**config.mk**
```make
export PLATFORM = sky130hd
export DESIGN_NAME = rpsbl_top
export DESIGN_NICKNAME = d
export VERILOG_FILES = /design/src/rtl/rpsbl_pkg.sv /design/src/rtl/rpsbl_top.sv /design/src/rtl/rpsbl_sync2.sv
export SDC_FILE = /design/constraint.sdc
export NUM_CORES = 1
export LEC_CHECK = 0
export BUFFER_PORTS_ARGS = -buffer_cell sky130_fd_sc_hd__buf_4
export CAP_MARGIN = 30
export CORE_AREA = 3 3 228 230
export CTS_CLUSTER_SIZE = 10
export DETAILED_ROUTE_END_ITERATION = 8
export DIE_AREA = 0 0 231 233
export PLACE_DENSITY = 0.48
export SLEW_MARGIN = 20
export SYNTH_ARGS = -nofsm -noshare
export SYNTH_HDL_FRONTEND = slang
export SYNTH_SLANG_ARGS = --single-unit
export TNS_END_PERCENT = 20
```
**constraint.sdc**
```tcl
create_clock -name sys_clk -period 1.8 [get_ports sys_clk]
set_input_delay 0.09 -clock sys_clk [delete_from_list [all_inputs] [get_ports sys_clk]]
set_output_delay 0.09 -clock sys_clk [all_outputs]
set_load 0.01 [all_outputs]
```
**src/rtl/rpsbl_pkg.sv**
```systemverilog
/*
 * Shared constants and types for the reset pin-state and bus-lock block.
 * Assumes two external buses, four flag pins and four communication ports
 * (ports 1, 2, 4, 5 mapped to vector indices 0, 1, 2, 3).
 */
package rpsbl_pkg;

    localparam int NBUS = 2;
    localparam int NPORT = 4;
    localparam int NFLAG = 4;
    localparam int NTIMER = 2;
    localparam int STAT_W = 4;
    localparam int BYTE_W = 8;

    // ports 1 and 2 own the transmit side after reset, 4 and 5 receive
    localparam logic [3:0] PORT_DIR_AT_RESET = 4'h3;
    // pins driven high once the reset input returns high
    localparam logic [3:0] REQ_RDY_DRIVE_MASK = 4'hC;
    localparam logic [3:0] ACK_STRB_DRIVE_MASK = 4'h3;
    localparam logic [3:0] NO_DRIVE_MASK = 4'h0;
    localparam logic [STAT_W-1:0] STATUS_PARKED = 4'hF;

    // least hold of the reset input, in phase-one cycles, kept by the source
    localparam int RESET_HOLD_H1_CYCLES = 10;

    typedef enum logic [2:0] {
        LOCK_OPEN = 3'h1,
        LOCK_HELD = 3'h2,
        LOCK_SIGNAL = 3'h4
    } rpsbl_lock_type;

endpackage : rpsbl_pkg

```
**src/rtl/rpsbl_top.sv**
```systemverilog
/*
 * Reset pin-state sequencing, interlocked bus lock, page strobes and flag-pin
 * direction for a two-bus signal processor. Phase clocks are divided from sys_clk.
 * Assumes core-side inputs are synchronous to sys_clk and that the pad ring
 * resolves each _o/_oe pair into the real pin.
 */
// What this block does
// RL1 - reset pin is taken asynchronously; a missed window delays sequencing one cycle
// RL2 - reset source holds reset ten phase-one cycles, releases before a falling edge
// RL3 - both phase clocks are made from input clock rising edges
// RL4 - in reset all data lines float, from a phase-one rising edge
// RL5 - in reset both address buses float, from a phase-three rising edge
// RL6 - in reset strobes, status, lock and read/write go high, page strobes low
// RL7 - in reset the interrupt acknowledge goes high from a phase-one rising edge
// RL8 - reset low floats timer, flag and listed port handshake pins without clock
// RL9 - reset high drives listed port handshake pins high
// RL10 - out of reset ports one and two transmit, four and five receive
// RL11 - interlocked loads drive lock low on a phase-one falling edge
// RL12 - interlocked stores release lock high on a phase-one falling edge
// RL13 - interlocked signal drives lock low then high on phase-one falling edges
// RL14 - access to a new page pulses that bus's page strobe
// RL15 - each flag pin switches between input and output under internal control
// RL16 - flag inputs are sampled on a phase-one falling edge
// RL17 - consecutive reads keep read/write high and the strobe low
// RL18 - the reset pin passes a two-stage synchroniser before sequencing uses it
`timescale 1ns/1ps
`default_nettype none

module rpsbl_top import rpsbl_pkg::*; #(
    parameter int ADDR_W = 24,
    parameter int DATA_W = 32,
    parameter int PAGE_W = 8
) (
    // clock, logic reset and reset pin
    input wire logic sys_clk,
    input wire logic srst,
    input wire logic ext_reset_n,
    // phase clocks
    output logic phase_clk_one,
    output logic phase_clk_three,
    // core bus requests, per bus
    input wire logic [NBUS-1:0] bus_access,
    input wire logic [NBUS-1:0] bus_write,
    input wire logic [NBUS-1:0] bus_strobe_sel,
    input wire logic [NBUS-1:0][ADDR_W-1:0] bus_addr,
    input wire logic [NBUS-1:0][DATA_W-1:0] bus_wdata,
    input wire logic [NBUS-1:0][STAT_W-1:0] bus_status,
    output logic [NBUS-1:0][DATA_W-1:0] bus_rdata,
    // interlocked instructions, per bus, one-cycle pulses
    input wire logic [NBUS-1:0] interlocked_float_load,
    input wire logic [NBUS-1:0] interlocked_int_load,
    input wire logic [NBUS-1:0] interlocked_float_store,
    input wire logic [NBUS-1:0] interlocked_int_store,
    input wire logic [NBUS-1:0] interlocked_signal_instr,
    // external bus pins
    output logic [NBUS-1:0][DATA_W-1:0] external_data_bus_o,
    output logic [NBUS-1:0] external_data_bus_oe,
    input wire logic [NBUS-1:0][DATA_W-1:0] external_data_bus_i,
    output logic [NBUS-1:0][ADDR_W-1:0] external_address_bus_o,
    output logic [NBUS-1:0] external_address_bus_oe,
    output logic [NBUS-1:0] memory_strobe_n,
    output logic [NBUS-1:0] bus_read_write,
    output logic [NBUS-1:0][STAT_W-1:0] bus_status_code,
    output logic [NBUS-1:0] bus_lock_n,
    output logic [NBUS-1:0] page_strobe_lo,
    output logic [NBUS-1:0] page_strobe_hi,
    // interrupt acknowledge
    input wire logic interrupt_ack_req,
    output logic interrupt_ack_out,
    // flag pins
    input wire logic [NFLAG-1:0] irq_flag_dir_out,
    input wire logic [NFLAG-1:0] irq_flag_out_val,
    output logic [NFLAG-1:0] irq_flag_sampled,
    output logic [NFLAG-1:0] irq_flag_pin_o,
    output logic [NFLAG-1:0] irq_flag_pin_oe,
    input wire logic [NFLAG-1:0] irq_flag_pin_i,
    // timer clock pins, index 0 is timer_clock_pin_zero, index 1 timer_clock_pin_one
    input wire logic [NTIMER-1:0] timer_clock_core_o,
    input wire logic [NTIMER-1:0] timer_clock_core_oe,
    output logic [NTIMER-1:0] timer_clock_pin_o,
    output logic [NTIMER-1:0] timer_clock_pin_oe,
    // port handshake from the transfer logic
    input wire logic [NPORT-1:0] cp_req_o,
    input wire logic [NPORT-1:0] cp_req_oe,
    input wire logic [NPORT-1:0] cp_ack_o,
    input wire logic [NPORT-1:0] cp_ack_oe,
    input wire logic [NPORT-1:0] cp_strb_o,
    input wire logic [NPORT-1:0] cp_strb_oe,
    input wire logic [NPORT-1:0] cp_rdy_o,
    input wire logic [NPORT-1:0] cp_rdy_oe,
    input wire logic [NPORT-1:0][BYTE_W-1:0] cp_data_o,
    input wire logic [NPORT-1:0] cp_data_oe,
    // port direction control
    input wire logic port_dir_load,
    input wire logic [NPORT-1:0] port_dir_req,
    output logic [NPORT-1:0] port_direction,
    // port pins
    output logic [NPORT-1:0] port_token_request_o,
    output logic [NPORT-1:0] port_token_request_oe,
    output logic [NPORT-1:0] port_token_acknowledge_o,
    output logic [NPORT-1:0] port_token_acknowledge_oe,
    output logic [NPORT-1:0] port_byte_strobe_o,
    output logic [NPORT-1:0] port_byte_strobe_oe,
    output logic [NPORT-1:0] port_byte_ready_o,
    output logic [NPORT-1:0] port_byte_ready_oe,
    output logic [NPORT-1:0][BYTE_W-1:0] port_data_lines_o,
    output logic [NPORT-1:0] port_data_lines_oe
);

    logic reset_sync_n;
    logic h1_reg;
    logic h3_reg;
    logic h1_fall;
    logic h1_rise;
    logic rst_h1_reg;
    logic rst_h3_reg;
    logic [NBUS-1:0] data_drive_reg;
    logic [NBUS-1:0][PAGE_W-1:0] last_page_reg;
    logic [NBUS-1:0] load_pend_reg;
    logic [NBUS-1:0] store_pend_reg;
    logic [NBUS-1:0] sig_pend_reg;
    logic [NFLAG-1:0] flag_dir_reg;
    logic [NFLAG-1:0] flag_val_reg;
    rpsbl_lock_type lock_state_reg [NBUS];

    function automatic logic [PAGE_W-1:0] page_of(input logic [ADDR_W-1:0] addr);
        page_of = addr[ADDR_W-1 -: PAGE_W];
    endfunction : page_of

    // raw reset floats at once; after release the masked pins drive until sequencing ends
    function automatic logic [NPORT-1:0] async_oe(input logic pin_n, input logic seq_rst,
                                                  input logic [NPORT-1:0] mask, input logic [NPORT-1:0] core_oe);
        async_oe = (seq_rst ? mask : core_oe) & {NPORT{pin_n}};
    endfunction : async_oe

    rpsbl_sync2 u_reset_sync ( // [RL18] [RL1]
        .sys_clk(sys_clk),
        .srst(srst),
        .async_in_n(ext_reset_n),
        .sync_out_n(reset_sync_n)
    );

    // phase clocks: each edge follows an input clock rising edge
    always_ff @(posedge sys_clk) begin // [RL3]
        if (srst) begin
            h1_reg <= 1'b0;
            h3_reg <= 1'b1;
        end else begin
            h1_reg <= ~h1_reg;
            h3_reg <= h1_reg;
        end
    end
    assign h1_fall = h1_reg;
    assign h1_rise = ~h1_reg;
    assign phase_clk_one = h1_reg;
    assign phase_clk_three = h3_reg;

    // reset sequence: data side from phase-one rise, address/control from phase-three rise
    always_ff @(posedge sys_clk) begin
        if (srst) begin
            rst_h1_reg <= 1'b1;
            rst_h3_reg <= 1'b1;
        end else if (h1_rise && !reset_sync_n) begin
            rst_h1_reg <= 1'b1; // [RL4] [RL7]
        end else if (h1_fall) begin
            rst_h3_reg <= ~reset_sync_n; // [RL5] [RL6]
            if (reset_sync_n) begin
                rst_h1_reg <= 1'b0; // [RL2]
            end
        end
    end

    // port directions, loaded while reset is sequenced
    always_ff @(posedge sys_clk) begin
        if (srst) begin
            port_direction <= PORT_DIR_AT_RESET;
        end else if (rst_h1_reg && h1_rise) begin
            port_direction <= PORT_DIR_AT_RESET; // [RL10]
        end else if (port_dir_load && !rst_h1_reg) begin
            port_direction <= port_dir_req;
        end
    end

    // interrupt acknowledge
    always_ff @(posedge sys_clk) begin
        if (srst) begin
            interrupt_ack_out <= 1'b1;
        end else if (h1_rise) begin
            interrupt_ack_out <= rst_h1_reg | ~reset_sync_n | ~interrupt_ack_req; // [RL7]
        end
    end

    // flag pins: direction and drive value move on phase-one falling edges
    always_ff @(posedge sys_clk) begin
        if (srst) begin
            flag_dir_reg <= '0;
            flag_val_reg <= '0;
            irq_flag_sampled <= '0;
        end else if (h1_fall) begin
            flag_dir_reg <= rst_h3_reg ? '0 : irq_flag_dir_out; // [RL15]
            flag_val_reg <= irq_flag_out_val;
            irq_flag_sampled <= irq_flag_pin_i & ~flag_dir_reg; // [RL16]
        end
    end
    assign irq_flag_pin_o = flag_val_reg;
    assign irq_flag_pin_oe = flag_dir_reg & {NFLAG{ext_reset_n & ~rst_h3_reg}}; // [RL8]

    // timer and port handshake pins float straight from the raw reset pin
    assign timer_clock_pin_o = timer_clock_core_o;
    assign timer_clock_pin_oe = timer_clock_core_oe & {NTIMER{ext_reset_n & ~rst_h3_reg}}; // [RL8]
    assign port_token_request_o = rst_h3_reg ? REQ_RDY_DRIVE_MASK : cp_req_o; // [RL9]
    assign port_byte_ready_o = rst_h3_reg ? REQ_RDY_DRIVE_MASK : cp_rdy_o;
    assign port_token_acknowledge_o = rst_h3_reg ? ACK_STRB_DRIVE_MASK : cp_ack_o;
    assign port_byte_strobe_o = rst_h3_reg ? ACK_STRB_DRIVE_MASK : cp_strb_o;
    assign port_token_request_oe = async_oe(ext_reset_n, rst_h3_reg, REQ_RDY_DRIVE_MASK, cp_req_oe); // [RL8] [RL9]
    assign port_byte_ready_oe = async_oe(ext_reset_n, rst_h3_reg, REQ_RDY_DRIVE_MASK, cp_rdy_oe); // [RL8] [RL9]
    assign port_token_acknowledge_oe = async_oe(ext_reset_n, rst_h3_reg, ACK_STRB_DRIVE_MASK, cp_ack_oe); // [RL8]
    assign port_byte_strobe_oe = async_oe(ext_reset_n, rst_h3_reg, ACK_STRB_DRIVE_MASK, cp_strb_oe); // [RL8]

    // port data lines
    always_ff @(posedge sys_clk) begin
        if (srst) begin
            port_data_lines_o <= '0;
            port_data_lines_oe <= '0;
        end else begin
            port_data_lines_o <= cp_data_o;
            port_data_lines_oe <= (rst_h1_reg || (h1_rise && !reset_sync_n)) ? NO_DRIVE_MASK : cp_data_oe; // [RL4]
        end
    end

    for (genvar b = 0; b < NBUS; b++) begin : g_bus
        // lock requests wait for the next phase-one falling edge; a new request beats the clear
        always_ff @(posedge sys_clk) begin
            if (srst) begin
                load_pend_reg[b] <= 1'b0;
                store_pend_reg[b] <= 1'b0;
                sig_pend_reg[b] <= 1'b0;
            end else begin
                load_pend_reg[b] <= interlocked_float_load[b] | interlocked_int_load[b] | (load_pend_reg[b] & ~h1_fall);
                store_pend_reg[b] <= interlocked_float_store[b] | interlocked_int_store[b]
                                     | (store_pend_reg[b] & ~h1_fall);
                sig_pend_reg[b] <= interlocked_signal_instr[b] | (sig_pend_reg[b] & ~h1_fall);
            end
        end

        always_ff @(posedge sys_clk) begin
            if (srst) begin
                lock_state_reg[b] <= LOCK_OPEN;
                bus_lock_n[b] <= 1'b1;
            end else if (h1_fall) begin
                if (rst_h3_reg) begin
                    lock_state_reg[b] <= LOCK_OPEN;
                    bus_lock_n[b] <= 1'b1; // [RL6]
                end else begin
                    case (lock_state_reg[b])
                        LOCK_OPEN: begin
                            if (sig_pend_reg[b]) begin
                                lock_state_reg[b] <= LOCK_SIGNAL;
                                bus_lock_n[b] <= 1'b0; // [RL13]
                            end else if (load_pend_reg[b]) begin
                                lock_state_reg[b] <= LOCK_HELD;
                                bus_lock_n[b] <= 1'b0; // [RL11]
                            end
                        end
                        LOCK_HELD: begin
                            if (store_pend_reg[b]) begin
                                lock_state_reg[b] <= LOCK_OPEN;
                                bus_lock_n[b] <= 1'b1; // [RL12]
                            end
                        end
                        LOCK_SIGNAL: begin
                            lock_state_reg[b] <= LOCK_OPEN;
                            bus_lock_n[b] <= 1'b1; // [RL13]
                        end
                        default: begin
                            lock_state_reg[b] <= LOCK_OPEN;
                            bus_lock_n[b] <= 1'b1;
                        end
                    endcase
                end
            end
        end

        // strobe, read/write, status, address and page strobes change on phase-one falls
        always_ff @(posedge sys_clk) begin
            if (srst) begin
                memory_strobe_n[b] <= 1'b1;
                bus_read_write[b] <= 1'b1;
                bus_status_code[b] <= STATUS_PARKED;
                external_address_bus_o[b] <= '0;
                last_page_reg[b] <= '0;
                page_strobe_lo[b] <= 1'b0;
                page_strobe_hi[b] <= 1'b0;
                bus_rdata[b] <= '0;
            end else if (h1_fall) begin
                bus_rdata[b] <= external_data_bus_i[b];
                if (rst_h3_reg) begin
                    memory_strobe_n[b] <= 1'b1; // [RL6]
                    bus_read_write[b] <= 1'b1;
                    bus_status_code[b] <= STATUS_PARKED;
                    page_strobe_lo[b] <= 1'b0;
                    page_strobe_hi[b] <= 1'b0;
                end else begin
                    memory_strobe_n[b] <= ~bus_access[b]; // [RL17]
                    bus_read_write[b] <= ~(bus_access[b] & bus_write[b]); // [RL17]
                    bus_status_code[b] <= bus_access[b] ? bus_status[b] : STATUS_PARKED;
                    external_address_bus_o[b] <= bus_addr[b];
                    page_strobe_lo[b] <= bus_access[b] && !bus_strobe_sel[b]
                                         && page_of(bus_addr[b]) != last_page_reg[b]; // [RL14]
                    page_strobe_hi[b] <= bus_access[b] && bus_strobe_sel[b]
                                         && page_of(bus_addr[b]) != last_page_reg[b]; // [RL14]
                    if (bus_access[b]) begin
                        last_page_reg[b] <= page_of(bus_addr[b]);
                    end
                end
            end
        end

        // write data is launched with the phase-one rise, floated in reset
        always_ff @(posedge sys_clk) begin
            if (srst) begin
                external_data_bus_o[b] <= '0;
                data_drive_reg[b] <= 1'b0;
            end else if (h1_rise) begin
                external_data_bus_o[b] <= bus_wdata[b];
                data_drive_reg[b] <= reset_sync_n & ~rst_h3_reg & bus_access[b] & bus_write[b]; // [RL4]
            end
        end
        assign external_data_bus_oe[b] = data_drive_reg[b] & ~rst_h1_reg;
        assign external_address_bus_oe[b] = ~rst_h3_reg; // [RL5]
    end

    localparam int SYNC_MAX = 5;
endmodule : rpsbl_top
`default_nettype wire

```
**src/rtl/rpsbl_sync2.sv**
```systemverilog
/*
 * Two-stage synchroniser for the active-low reset pin.
 * Assumes the pin may change at any time relative to sys_clk.
 */
`timescale 1ns/1ps
`default_nettype none

module rpsbl_sync2 (
    // clock and reset
    input wire logic sys_clk,
    input wire logic srst,
    // raw and synchronised level
    input wire logic async_in_n,
    output logic sync_out_n
);

    logic stage_one_reg;

    // first stage feeds only the second; both start in the asserted state
    always_ff @(posedge sys_clk) begin
        if (srst) begin
            stage_one_reg <= 1'b0;
            sync_out_n <= 1'b0;
        end else begin
            stage_one_reg <= async_in_n;
            sync_out_n <= stage_one_reg;
        end
    end

endmodule : rpsbl_sync2
`default_nettype wire

```
==> metrics.cfg <==
[critical_path]
rrSetupSlack_ns = 0.26
worst_path_largest_cell_delay_ns = 0.39
r2r_start = phase_clk_one
reg2reg_to = lock_state_reg[0][0]
r2r_cells = 4
worstPathCellList = buf_8 > nor2b_4 > buf_4 > and2_1 > buf_4
crit_arrival_ns = 1.63
critical_path_required_ns = 1.71
worstSetupEndpointType = output port
cp_slowest_cell = dfxtp_4
cp_common_cell = buf_4
worstPathMaxFanout = 15
start_kind = flop
critPathKind = flop to output port

[flow_run]
drv_cap = 0

[placed_design]
port_buffers = 577
gp_congestion = 0.848
dp_hpwl_mm = 30.3

[timing]
worst_pin_slew_ns = 0.616
fin_tns_setup_ns = 0
finalCriticalPeriod_ns = 1.72
rsz0062_at_grt = no
whs_ns = 0.0423
final_max_slew_viol_count = 0
hold_violations = 0
setup_viol = 0
finalClockSkew_ns = 0.0144
slew_headroom = 0.589
finalCritPeriodShare = 0.953
fmax_mhz = 583

[hold_path]
hold_depth = 3
hold_class = primary input to flop
worstHoldEndpoint = memory_strobe_n[0]
hold_start = bus_access[0]

[logic_synthesis]
synth_edf_count = 6
synth.yosys.seq_area_share = 0.560
synth_ff_type = dfxtp_1
ys_warn_count = 0
yosysTopAreaCell = dfxtp_1
post_synth.cell_area_avg_um2 = 10.0
async_flop_share = 0
synth_fp_nets = 1313
yosysMostFrequentCell = dfxtp_1
syn_inst = 1020
synth.distinct_cells = 43
synthesis.area_mm2 = 0.0102
synthTopCellsByArea = dfxtp_1, mux2i_1, nor2_1
netlist.area_leader.share = 0.542
ys_top_cells_by_count = dfxtp_1, nor2_1, mux2i_1, nand2_1, a21oi_1
yosys_register_bits = 283

[detailed_routing]
wl_mm = 42.5
drt-vias-per-instance = 4.00
firstDrtPassIters = 4
drt_iter0_drc = 293
drc = 0
via_count = 10200
ant_nets = 0
routedWlPerCell_um = 16.7

[floorplanning]
core-area_mm2 = 0.0501
dieArea_mm2 = 0.0538
die_w_um = 231
io_pins = 582
rows = 82
start_util = 0.204
die_h_um = 233

[grt]
grt_usage = 0.151
grt_max_degree = 112
grt-ovfl-total = 0
antenna_found_initial = 4
grt_pass1_wl_mm = 62.9
grt_pass1_vias = 10700

[clock_network]
cts_made_buffers = 38
cts_tree = done
cts.sinks = 283
cts-root-buf = clkbuf_16
clk_path_buf_depth = 3
clkTransAtPathRegs_ns = 0.05
htreeDepth = 2
clk_latency_ns = 0.54
postCtsSetupBuffers = 0

[power_and_ir_drop]
p_leak_nw = 8.69
p_comb_frac = 0.141
intPower_mw = 12.5
powerDensity_mw_per_mm2 = 860
p_sw_frac = 0.236
clock_power_share = 0.451
ir_drop_uv = 607
netSwitchingPower_mw = 3.87
seq_power_share = 0.408

[finish]
regArea_mm2 = 0.00573
reg.largest.list = bus_rdata: 64 flops, external_data_bus_o: 64 flops, external_address_bus_o: 48 flops
area_growth_pct = 86.6
final_layout_size_suffix_gt1_frac = 0.356
multi_input_area_mm2 = 0.00409
fillers = 4979
nNetsFinal = 2144

[outcome]
status = finished, final reports clean

==> power groups by stage <==
| stage | registers, mW | logic, mW | clock network [mW] |
|---|---|---|---|
| final | 6.71 | 2.31 | 7.40 |
| after floorplan | 6.92 | 0.644 | 0 |
| after global routing | 6.73 | 2.49 | 7.97 |
| after detailed placement | 6.83 | 1.86 | 0 |
| after CTS | 6.70 | 2.34 | 7.72 |
| after global placement | 6.83 | 1.84 | 0 |
==> final cells by class <==
class                           instances  area share
Inverter                                6     0.00118
Sequential cell                       283       0.300
Clock buffer                           55      0.0592
Multi-Input combinational cell        663       0.214
Antenna cell                            2    0.000262
Clock inverter                          7     0.00459
Timing Repair Buffer                  859       0.376
Tap cell                              672      0.0441
==> metrics by stage <==
stage / utilization / instance area, um^2 / worst slack (ns) / power (mW) / std cells
floorplan: - / 10200 / 0.398 / 7.57 / 1020
global placement: 0.305 / 15200 / 0.196 / 8.68 / 2224
detailed placement: 0.305 / 15200 / 0.245 / 8.69 / 2224
CTS: 0.381 / 19100 / 0.00622 / 16.8 / 2545
global route: 0.381 / 19100 / 0.0115 / 17.2 / 2545
finish: 0.381 / 19100 / 0.0842 / 16.4 / 2547
==> repair_timing <==
| item | CTS | global route |
|---|---|---|
| hold buffers | 258 | 0 |
| resized for setup | 7 | 3 |
| endpoints found under the setup margin | 27 | 8 |
| hold endpoints to repair | 271 | 0 |
| cloned | 1 | 0 |
==> per-layer routing <==
metal,share of wire,GRT usage,wire [um],vias up
met4,0.037,0.0612,1550,8
met2,0.50,0.274,21400,380
met5,0.0011,0,45,-
met3,0.077,0.0458,3270,84
met1,0.38,0.163,16300,4682
li1,-,-,-,5034
==> logic make-up (layout without fill, tap and decap cells) <==
family / Yosys count / count (layout) / share of synthesized area
DFF: 283 / 283 / 0.560
other: 0 / 2 / 0
and+or+nand+nor: 386 / 386 / 0.170
muxes: 152 / 152 / 0.149
xor gates and xnor gates: 16 / 16 / 0.0137
adders and majority gates: 1 / 1 / 0.000979
buffers and inverters: 74 / 927 / 0.0420
AOI/OAI and AO/OA: 108 / 108 / 0.0643
==> placed cells by master (no fill, tap or decap), types with 8 or more instances in the layout <==
cell             n
buf_4          593
dfxtp_1        275
dlygate4sd3_1  258
nor2_1         170
mux2i_1        150
nand2_1        104
a21oi_1         60
nor2b_1         46
clkbuf_16       42
and2_1          19
xor2_1          16
o21a_1          10
clkbuf_1        10
or2_1            9
nand2b_1         8
o22a_1           8
==> how the worst max path moves through the flow <==
stage                              end          start  slack, ns
4_1_cts        port_token_request_o[2]     rst_h3_reg      0.006
5_1_grt          port_byte_ready_oe[1]     rst_h3_reg       0.01
3_5_place_dp      lock_state_reg[1][0]  phase_clk_one       0.25
3_3_place_gp          load_pend_reg[1]  phase_clk_one       0.20
2_1_floorplan     lock_state_reg[0][0]  phase_clk_one       0.40
6_report         port_byte_ready_oe[1]     rst_h3_reg       0.08
==> critical path: cells and delay by family, from the launching register on <==
| family | cells | cell delay (ns) |
|---|---|---|
| AND/OR/NAND/NOR | 2 | 0.22 |
| flip-flops | 1 | 0.39 |
| buffers and inverters | 3 | 0.46 |
(Power assumes the default switching activity.)
